===== src/iop_pkg.sv =====
// Purpose: Shared constants and types for the I/O port register bank.
// Assumes: Register indices are word indices; byte address is index * 4.
// Notes:   Pad arrays are ordered port A, B, C, D (index 0 to 3).
package iop_pkg;

    localparam int NUM_PORTS = 4;
    localparam int PORT_W = 8;

    // Register indices (byte address = index * 4)
    localparam logic [7:0] IDX_PB_PIN = 8'h03;
    localparam logic [7:0] IDX_PB_DIR = 8'h04;
    localparam logic [7:0] IDX_PB_OUT = 8'h05;
    localparam logic [7:0] IDX_PC_PIN = 8'h06;
    localparam logic [7:0] IDX_PC_DIR = 8'h07;
    localparam logic [7:0] IDX_PC_OUT = 8'h08;
    localparam logic [7:0] IDX_PD_PIN = 8'h09;
    localparam logic [7:0] IDX_PD_DIR = 8'h0A;
    localparam logic [7:0] IDX_PD_OUT = 8'h0B;
    localparam logic [7:0] IDX_PA_PIN = 8'h0C;
    localparam logic [7:0] IDX_PA_DIR = 8'h0D;
    localparam logic [7:0] IDX_PA_OUT = 8'h0E;
    localparam logic [7:0] IDX_MCU_CTL = 8'h35;
    localparam logic [7:0] IDX_PORT_CTL = 8'h40;

    // Input-pin register index of each port, ordered A, B, C, D
    localparam logic [7:0] IDX_PORT_BASE [NUM_PORTS] =
        '{IDX_PA_PIN, IDX_PB_PIN, IDX_PC_PIN, IDX_PD_PIN};

    // Implemented pins per port; port A has pins 3:0 only
    localparam logic [7:0] PORT_MASK [NUM_PORTS] =
        '{8'h0F, 8'hFF, 8'hFF, 8'hFF};

    // Control register fields
    localparam int MCU_PUD_BIT = 4;
    localparam int MCU_BSC_BIT = 6;
    localparam int MCU_BSCE_BIT = 5;
    localparam logic [7:0] MCU_CTL_WMASK = 8'h70;
    localparam int PCTL_BBM_LSB = 4;
    localparam int PCTL_PUD_LSB = 0;

    // Values after reset
    localparam logic [7:0] RST_DIR = 8'h00;
    localparam logic [7:0] RST_OUT = 8'h00;
    localparam logic [7:0] RST_PIN = 8'h00;
    localparam logic [7:0] RST_MCU_CTL = 8'h00;
    localparam logic [7:0] RST_PORT_CTL = 8'h00;

    // Register kinds: three within a port group, one for the control words
    localparam logic [1:0] KIND_PIN = 2'h0;
    localparam logic [1:0] KIND_DIR = 2'h1;
    localparam logic [1:0] KIND_OUT = 2'h2;
    localparam logic [1:0] KIND_CTL = 2'h3;

    // AXI responses
    localparam logic [1:0] RESP_OKAY = 2'h0;
    localparam logic [1:0] RESP_SLVERR = 2'h2;

    // Write channel state, Gray along both arrival orders
    typedef enum logic [1:0] {
        WS_IDLE = 2'b00,
        WS_GOT_A = 2'b01,
        WS_RESP = 2'b11,
        WS_GOT_W = 2'b10
    } iop_wstate_t;

    typedef struct packed {
        logic hit;
        logic [1:0] port;
        logic [1:0] kind;
    } iop_sel_t;

    typedef struct packed {
        logic [7:0] out;
        logic [7:0] oe;
        logic [7:0] pu;
    } iop_pad_t;

endpackage


===== src/iop_port_bank.sv =====
// Purpose: Register bank of ports A to D with an AXI4-Lite slave.
// Assumes: Pin inputs are synchronous to mclk_i; one register per word.
// Notes:   Only byte lane 0 carries data; upper bits read as zero.
`timescale 1ns/100ps

module iop_port_bank #(
    parameter int ADDR_W = 10
) (
    input wire logic mclk_i,
    input wire logic rst_n_i,
    input wire logic ce_i,

    // AXI4-Lite write address
    input wire logic [ADDR_W-1:0] s_axi_awaddr_i,
    input wire logic [2:0] s_axi_awprot_i,
    input wire logic s_axi_awvalid_i,
    output logic s_axi_awready_o,

    // AXI4-Lite write data
    input wire logic [31:0] s_axi_wdata_i,
    input wire logic [3:0] s_axi_wstrb_i,
    input wire logic s_axi_wvalid_i,
    output logic s_axi_wready_o,

    // AXI4-Lite write response
    output logic [1:0] s_axi_bresp_o,
    output logic s_axi_bvalid_o,
    input wire logic s_axi_bready_i,

    // AXI4-Lite read address
    input wire logic [ADDR_W-1:0] s_axi_araddr_i,
    input wire logic [2:0] s_axi_arprot_i,
    input wire logic s_axi_arvalid_i,
    output logic s_axi_arready_o,

    // AXI4-Lite read data
    output logic [31:0] s_axi_rdata_o,
    output logic [1:0] s_axi_rresp_o,
    output logic s_axi_rvalid_o,
    input wire logic s_axi_rready_i,

    // Pins, index 0 = port A ... 3 = port D
    input wire logic [3:0][7:0] pin_level_i,
    output iop_pkg::iop_pad_t [3:0] pads_o,

    // Stored brown-out sleep controls
    output logic bod_sleep_ctl_o,
    output logic bod_sleep_ctl_en_o
);

    ////////////////////////////////////////////////////////////////////////
    // Address decode

    // Maps a byte address to a port and register kind
    function automatic iop_pkg::iop_sel_t decode(
        input logic [ADDR_W-1:0] addr
    );
        iop_pkg::iop_sel_t s;
        logic [7:0] idx;

        s = '0;
        idx = 8'(addr[ADDR_W-1:2]);
        // Three words per port: pins, direction, data
        for (int p = 0; p < iop_pkg::NUM_PORTS; p++) begin
            for (int k = 0; k < 3; k++) begin
                if (idx == iop_pkg::IDX_PORT_BASE[p] + 8'(k)) begin
                    s.hit = 1'b1;
                    s.port = 2'(p);
                    s.kind = 2'(k);
                end
            end
        end

        // Control words live outside the port groups
        if (idx == iop_pkg::IDX_MCU_CTL) begin
            s.hit = 1'b1;
            s.port = 2'h0;
            s.kind = iop_pkg::KIND_CTL;
        end else if (idx == iop_pkg::IDX_PORT_CTL) begin
            s.hit = 1'b1;
            s.port = 2'h1;
            s.kind = iop_pkg::KIND_CTL;
        end

        return s;
    endfunction

    ////////////////////////////////////////////////////////////////////////
    // Register storage

    logic [7:0] dir_q [4];
    logic [7:0] out_q [4];
    logic [7:0] pin_q [4];

    logic [7:0] mcu_ctl_q;
    logic [7:0] port_ctl_q;

    ////////////////////////////////////////////////////////////////////////
    // Write channel

    iop_pkg::iop_wstate_t wstate_q, wstate_d;
    logic [ADDR_W-1:0] awaddr_q;
    logic [7:0] wdata_q;
    logic wstrb0_q;
    logic [1:0] bresp_q;

    // A channel moves at an edge with valid and ready
    wire aw_take = s_axi_awvalid_i & s_axi_awready_o;
    wire w_take = s_axi_wvalid_i & s_axi_wready_o;
    wire b_done = s_axi_bvalid_o & s_axi_bready_i;

    // Readies come from state only: no path from valid
    assign s_axi_awready_o = (wstate_q == iop_pkg::WS_IDLE) |
                             (wstate_q == iop_pkg::WS_GOT_W);
    assign s_axi_wready_o = (wstate_q == iop_pkg::WS_IDLE) |
                            (wstate_q == iop_pkg::WS_GOT_A);

    assign s_axi_bvalid_o = (wstate_q == iop_pkg::WS_RESP);
    assign s_axi_bresp_o = bresp_q;

    // Address and data of the write, whichever arrived first
    wire [ADDR_W-1:0] wr_addr = aw_take ? s_axi_awaddr_i : awaddr_q;
    wire [7:0] wr_data = w_take ? s_axi_wdata_i[7:0] : wdata_q;
    wire wr_strb0 = w_take ? s_axi_wstrb_i[0] : wstrb0_q;
    wire iop_pkg::iop_sel_t wsel = decode(wr_addr);

    always_comb begin
        wstate_d = wstate_q;
        case (wstate_q)
            iop_pkg::WS_IDLE: begin
                if (aw_take && w_take) begin
                    wstate_d = iop_pkg::WS_RESP;
                end else if (aw_take) begin
                    wstate_d = iop_pkg::WS_GOT_A;
                end else if (w_take) begin
                    wstate_d = iop_pkg::WS_GOT_W;
                end
            end

            iop_pkg::WS_GOT_A: begin
                if (w_take) begin
                    wstate_d = iop_pkg::WS_RESP;
                end
            end

            iop_pkg::WS_GOT_W: begin
                if (aw_take) begin
                    wstate_d = iop_pkg::WS_RESP;
                end
            end

            iop_pkg::WS_RESP: begin
                if (b_done) begin
                    wstate_d = iop_pkg::WS_IDLE;
                end
            end

            default: begin
                wstate_d = iop_pkg::WS_IDLE;
            end
        endcase
    end

    // The register update happens on the edge that completes the pair
    wire wr_fire = (wstate_d == iop_pkg::WS_RESP) &&
                   (wstate_q != iop_pkg::WS_RESP);
    // Lane 0 strobe low means no byte of the register is written
    wire wr_en = wr_fire & wsel.hit & wr_strb0;

    always_ff @(posedge mclk_i or negedge rst_n_i) begin
        if (!rst_n_i) begin
            wstate_q <= iop_pkg::WS_IDLE;
            awaddr_q <= '0;
            wdata_q <= 8'h00;
            wstrb0_q <= 1'b0;
            bresp_q <= iop_pkg::RESP_OKAY;
        end else if (ce_i) begin
            wstate_q <= wstate_d;

            if (aw_take) begin
                awaddr_q <= s_axi_awaddr_i;
            end

            if (w_take) begin
                wdata_q <= s_axi_wdata_i[7:0];
                wstrb0_q <= s_axi_wstrb_i[0];
            end

            // Unmapped writes are answered, nothing changes
            if (wr_fire) begin
                bresp_q <= wsel.hit ? iop_pkg::RESP_OKAY
                                    : iop_pkg::RESP_SLVERR;
            end
        end
    end

    ////////////////////////////////////////////////////////////////////////
    // Port registers

    genvar gp;
    generate
        for (gp = 0; gp < iop_pkg::NUM_PORTS; gp++) begin : g_port
            // Port writes exclude the control words
            wire sel_port = wr_en & (wsel.port == 2'(gp)) &
                            (wsel.kind != iop_pkg::KIND_CTL);
            wire wr_dir = sel_port & (wsel.kind == iop_pkg::KIND_DIR);
            wire wr_out = sel_port & (wsel.kind == iop_pkg::KIND_OUT);
            wire pud_eff;

            always_ff @(posedge mclk_i or negedge rst_n_i) begin
                if (!rst_n_i) begin
                    dir_q[gp] <= iop_pkg::RST_DIR;
                    out_q[gp] <= iop_pkg::RST_OUT;
                    pin_q[gp] <= iop_pkg::RST_PIN;
                end else if (ce_i) begin
                    // Sample pins every cycle; writes never reach it
                    pin_q[gp] <= pin_level_i[gp] &
                                 iop_pkg::PORT_MASK[gp];

                    if (wr_dir) begin
                        dir_q[gp] <= wr_data &
                                     iop_pkg::PORT_MASK[gp];
                    end

                    if (wr_out) begin
                        out_q[gp] <= wr_data &
                                     iop_pkg::PORT_MASK[gp];
                    end
                end
            end

            // Port-wise disable ORed with the global disable
            assign pud_eff = port_ctl_q[iop_pkg::PCTL_PUD_LSB + gp] |
                             mcu_ctl_q[iop_pkg::MCU_PUD_BIT];

            // Pads follow the registers one edge later
            iop_port_pins #(
                .W(iop_pkg::PORT_W)
            ) u_pins (
                .mclk_i(mclk_i),
                .rst_n_i(rst_n_i),
                .ce_i(ce_i),
                .dir_i(dir_q[gp]),
                .out_i(out_q[gp]),
                .pullup_off_i(pud_eff),
                .brk_before_mk_en_i(
                    port_ctl_q[iop_pkg::PCTL_BBM_LSB + gp]),
                .pad_o(pads_o[gp])
            );
        end
    endgenerate

    ////////////////////////////////////////////////////////////////////////
    // Control registers

    wire wr_mcu = wr_en & (wsel.kind == iop_pkg::KIND_CTL) &
                  (wsel.port == 2'h0);

    wire wr_pctl = wr_en & (wsel.kind == iop_pkg::KIND_CTL) &
                   (wsel.port == 2'h1);

    always_ff @(posedge mclk_i or negedge rst_n_i) begin
        if (!rst_n_i) begin
            mcu_ctl_q <= iop_pkg::RST_MCU_CTL;
            port_ctl_q <= iop_pkg::RST_PORT_CTL;
        end else if (ce_i) begin
            // Reserved bits are dropped on the way in
            if (wr_mcu) begin
                mcu_ctl_q <= wr_data & iop_pkg::MCU_CTL_WMASK;
            end

            if (wr_pctl) begin
                port_ctl_q <= wr_data;
            end
        end
    end

    // Sleep bits are only stored here for the power logic
    assign bod_sleep_ctl_o = mcu_ctl_q[iop_pkg::MCU_BSC_BIT];
    assign bod_sleep_ctl_en_o = mcu_ctl_q[iop_pkg::MCU_BSCE_BIT];

    ////////////////////////////////////////////////////////////////////////
    // Read channel

    logic rvalid_q;
    logic [7:0] rdata_q;
    logic [1:0] rresp_q;
    logic [7:0] rd_val;

    wire ar_take = s_axi_arvalid_i & s_axi_arready_o;
    wire iop_pkg::iop_sel_t rsel = decode(s_axi_araddr_i);

    // One read in flight; a new address is taken only once data is gone
    assign s_axi_arready_o = ~rvalid_q;
    assign s_axi_rvalid_o = rvalid_q;
    assign s_axi_rdata_o = {24'h000000, rdata_q};
    assign s_axi_rresp_o = rresp_q;

    // Captured once at the address handshake
    always_comb begin
        rd_val = 8'h00;
        if (rsel.kind == iop_pkg::KIND_CTL) begin
            rd_val = (rsel.port == 2'h0) ? mcu_ctl_q : port_ctl_q;
        end else if (rsel.kind == iop_pkg::KIND_PIN) begin
            rd_val = pin_q[rsel.port];
        end else if (rsel.kind == iop_pkg::KIND_DIR) begin
            rd_val = dir_q[rsel.port];
        end else begin
            rd_val = out_q[rsel.port];
        end
    end

    always_ff @(posedge mclk_i or negedge rst_n_i) begin
        if (!rst_n_i) begin
            rvalid_q <= 1'b0;
            rdata_q <= 8'h00;
            rresp_q <= iop_pkg::RESP_OKAY;
        end else if (ce_i) begin
            // Unmapped reads give zero data
            if (ar_take) begin
                rvalid_q <= 1'b1;
                rdata_q <= rsel.hit ? rd_val : 8'h00;
                rresp_q <= rsel.hit ? iop_pkg::RESP_OKAY
                                    : iop_pkg::RESP_SLVERR;
            end else if (s_axi_rready_i) begin
                rvalid_q <= 1'b0;
            end
        end
    end

endmodule // iop_port_bank


===== src/iop_port_pins.sv =====
// Purpose: Pad control of one port: drive, float, pull-up, break-before-make.
// Assumes: Register inputs are already masked to implemented pins.
// Notes:   Pad controls are registered, so they lag the registers by one edge.
`timescale 1ns/100ps
module iop_port_pins #(
    parameter int W = 8
) (
    input wire logic mclk_i,
    input wire logic rst_n_i,
    input wire logic ce_i,
    input wire logic [W-1:0] dir_i,
    input wire logic [W-1:0] out_i,
    input wire logic pullup_off_i,
    input wire logic brk_before_mk_en_i,
    output iop_pkg::iop_pad_t pad_o
);

    logic [W-1:0] dir_prev_q;
    logic [W-1:0] oe_q, oe_d;
    logic [W-1:0] pu_q, pu_d;
    logic [W-1:0] dout_q;
    logic [W-1:0] new_out;

    // Pins that just turned to output while break-before-make is on
    assign new_out = dir_i & ~dir_prev_q & {W{brk_before_mk_en_i}};
    assign oe_d = dir_i & ~new_out;
    // Pull-up only on inputs with data one and no disable in force
    assign pu_d = ~dir_i & out_i & {W{~pullup_off_i}};

    always_ff @(posedge mclk_i or negedge rst_n_i) begin
        if (!rst_n_i) begin
            dir_prev_q <= '0;
            oe_q <= '0;
            pu_q <= '0;
            dout_q <= '0;
        end else if (ce_i) begin
            dir_prev_q <= dir_i;
            oe_q <= oe_d;
            pu_q <= pu_d;
            dout_q <= out_i;
        end
    end

    assign pad_o.out = 8'(dout_q);
    assign pad_o.oe = 8'(oe_q);
    assign pad_o.pu = 8'(pu_q);

endmodule // iop_port_pins

===== config.mk =====
export PLATFORM = sky130hd
export DESIGN_NAME = iop_port_bank
export DESIGN_NICKNAME = d
export VERILOG_FILES = /design/src/iop_pkg.sv /design/src/iop_port_bank.sv /design/src/iop_port_pins.sv
export SDC_FILE = /design/constraint.sdc
export NUM_CORES = 1
export LEC_CHECK = 0
export BUFFER_PORTS_ARGS = -buffer_cell sky130_fd_sc_hd__buf_2
export CAP_MARGIN = 20
export CORE_UTILIZATION = 56
export DETAILED_ROUTE_END_ITERATION = 10
export PLACE_DENSITY = 0.81
export SYNTH_ARGS = -nofsm -noshare
export SYNTH_HDL_FRONTEND = slang
export SYNTH_HIERARCHICAL = 1
export SYNTH_SLANG_ARGS = --single-unit

===== constraint.sdc =====
create_clock -name mclk_i -period 3.41 [get_ports mclk_i]
set_input_delay 0.682 -clock mclk_i [delete_from_list [all_inputs] [get_ports mclk_i]]
set_output_delay 0.682 -clock mclk_i [all_outputs]
set_load 0.02 [all_outputs]

==> results by group <==
Outcome
  • Status: finished clean

STA
  • Crit share post-route: approximately 88%
  • RSZ-0062 raised after global routing: false
  • Tmin final: about 3 ns
  • Slew margin rel.: a little over two fifths
  • Max Slew Vio Count: 0
  • Top achievable clock speed: ~0.33 GHz
  • Slew @ Worst Pin: 0.873 ns
  • Final setup viols: 0
  • Hold Violations, Final: 0
  • Setup Skew: about 0.011 ns
  • Setup TNS: 0 ns

Logic synthesis
  • EDFF count, synth: 0
  • Simple-gate portion of the synthesized area: between 10% and 20%
  • Area fraction in compound gates after synthesis: 14.0%
  • Synth async-reset ratio: between 90% and 100%
  • Area share of fa/ha/maj cells after synthesis: less than 1%
  • Post-Syn Area: 12200 um^2
  • Sequential fraction of the synthesis area: 52.1%
  • Post-synthesis xor/xnor area fraction: less than 1%
  • Mux contribution to synthesized area: approximately 14%
  • Primary FF master, synth: dfrtp_1
  • Synthesis-stage register bit count: about 250
  • Yosys cell types: 70
  • Syn Area/Cell: approximately 11 um^2
  • Gate Count Post-Synth: about 1100
  • Synth warnings: 6
  • Largest family of logic cells by synthesized area: multiplexers

Critical path
  • Maximum fanout along the worst path: 8
  • CP Data Required Time: ~3.8 ns
  • Reg2reg start: wstate_q[0]$_DFFE_PN0P_
  • Element type at the critical path start: flip-flop
  • Path type of the worst setup path: flip-flop to flip-flop
  • Arrival time worst endpoint: 3.40 ns
  • CP endpoint kind: flip-flop
  • Beginning of the critical path: wstate_q[0]$_DFFE_PN0P_

Route
  • DR WL/cell: about 19 um
  • Drt pass-1 iters: 5
  • Post-DR vias/cell: roughly 5.7
  • Max layer used: met4
  • Via count: around 9100
  • WL met1: roughly 13000 um
  • Drt first-iter violations: 664
  • Drc violations: 0
  • Final WL: 30400 um
  • Wire length on met3: 2460 um
  • Met2 wire len: 13700 um
  • Antenna-violating nets left: 0

CTS
  • CTS root buf: clkbuf_16
  • CTS clk-pin slew, worst paths: 0.06 ns
  • Clk sinks: between 200 and 300
  • Cts repair resizes: 0
  • CTS max path bufs: 3
  • Worst-skew pair later-pin latency: about 0.52 ns
  • CTS tree: yes
  • Setup bufs post-CTS: 0
  • CTS Hold Bufs: 0
  • Max H-tree Level: 1
  • Total CTS buffers: 26

Floorplan
  • Die width: around 150 um
  • Top Ports: ~240
  • Core box area: 21200 um^2
  • Rows: 53
  • Die Y: about 150 um
  • Initial Util: between 50% and 60%
  • Overall die area: 22300 um^2

Final layout
  • Leading cell type in the layout, fill and taps excluded: dfrtp_1
  • Layout cells sized above 1: a little under a third
  • FILL cells: ~1600
  • Nets: ~1400
  • Commonest cells after routing, fill and taps aside: 253 x dfrtp_1, 171 x buf_2, 138 x inv_1
  • Final cell count without fillers: about 1600
  • Area Growth Syn to Fin: 17.1%
  • Number of inserted diodes: 0

Run
  • Max-Cap Viols: 0

Global routing
  • Gr ovfl total: 0
  • Largest net degree at the start of global routing: roughly 210
  • Tot GR Track Use: between 20% and 30%
  • Vias in the first global route: about 9000
  • First-pass GRT wire length: approximately 48000 um
  • Initial antenna violation count: 0

Worst hold path
  • Hold crit path type: input port to asynchronous set/reset pin

Power and ir drop
  • P_leak: a little under 7 nW
  • Maximum vdd drop: roughly 400 uV
  • PwrDens: ~540 nW/um^2

Placed design
  • GP Congestion: just under 1
  • Placed cells: ~1600
  • IO buf count: between 150 and 200
  • Dpl hpwl: 21200 um
registers in the layout (all words and copies together), names as in the netlist, 28 cells and up:
| register | cells |
|---|---|
| g_port.u_pins/dir_prev_q | 32 |
| g_port.u_pins/dout_q | 32 |
| g_port.u_pins/oe_q | 32 |
| g_port.u_pins/pu_q | 32 |
| dir_q | 28 |
| out_q | 28 |
| pin_q | 28 |
layer usage:
layer,global-route usage (%),up-vias
met3,5.50,55
met5,0,-
met1,39.5,4518
met4,8.78,0
li1,-,4197
met2,42.4,375
path summary, 6_finish.rpt:
path	end	slack (ns)	cells after the start
max in group asynchronous	g_port[2].u_pins/oe_q[2]$_DFFE_PN0P_	2.39	2
setup reg to reg	dir_q[27]$_DFFE_PN0P_	0.41	7
setup / recovery	dir_q[27]$_DFFE_PN0P_	0.41	7
hold / removal	g_port[0].u_pins/pu_q[6]$_DFFE_PN0P_	0.22	1
min in group mclk_i	pin_q[27]$_DFFE_PN0P_	0.39	2
hold reg to reg	rdata_q[0]$_DFFE_PN0P_	0.50	2
stage by stage:
step / worst slack (ns) / utilization, % / area, um^2 / hold WS, ns / total power, mW
after detailed placement: 0.132 / 63.1 / 13300 / 0.488 / 4.81
after global routing: 0.178 / 67.3 / 14200 / 0.276 / 8.02
final: 0.414 / 67.3 / 14200 / 0.219 / 7.72
after CTS: 0.415 / 67.3 / 14200 / 0.271 / 7.74
after floorplan: 0.390 / - / 12300 / 0.386 / 4.34
after global placement: 0.167 / 63.1 / 13300 / 0.478 / 4.77
synthesized netlist by cell type (5+ instances only):
library cell	n	share of area, %
or2_2	5	0.26
nand3_1	16	0.66
mux2i_1	28	2.3
mux2_2	118	11
o22ai_1	35	1.8
a21oi_1	22	0.91
nor2b_1	38	2.0
nand2b_1	8	0.41
a211oi_1	6	0.37
buf_6	12	1.1
o32ai_2	32	4.3
o21ai_0	71	2.9
nor2_1	57	1.8
inv_1	138	4.3
clkbuf_1	15	0.46
or3_1	5	0.26
a22oi_1	5	0.31
nor3_1	9	0.37
nand2_1	104	3.2
dfrtp_1	253	52
nor4_1	5	0.26
a31oi_1	6	0.31
buf_2	12	0.49
buf_4	27	1.7
area by class of cell:
class	instances	area, um^2	share of cell area (%)
clock inverter	9	120	0.843
clock buffer	37	773	5.43
tap	275	344	2.42
sequential	253	6330	44.5
timing repair buffer	206	1190	8.37
inverter	139	522	3.66
multi-input combinational	691	4960	34.8
cell families after synthesis:
group / Yosys count
XOR/XNOR: 4
buffers and inverters: 212
other: 1
flip-flops: 253
adder cells (fa/ha/maj): 1
AND/OR/NAND/NOR: 276
AO/OA/AOI/OAI: 219
multiplexers: 153
power by group:
group	switching, mW	total (mW)	internal (mW)	leakage, nW
combinational	0.843	1.34	0.500	3.02
clock	1.15	2.95	1.79	0.446
sequential	0.197	3.43	3.23	3.37
total	2.19	7.72	5.52	6.84
critical path, stage by stage, from the launching register on:
cell and delay, ns:
dfrtp_1 0.45, nand2b_1 0.35, mux2i_1 0.50, nor3_1 0.16, a211o_1 0.31, a2111oi_4 0.44, o211ai_1 0.31, mux2_2 0.35
Note: power is estimated with default switching activity, not from simulation.
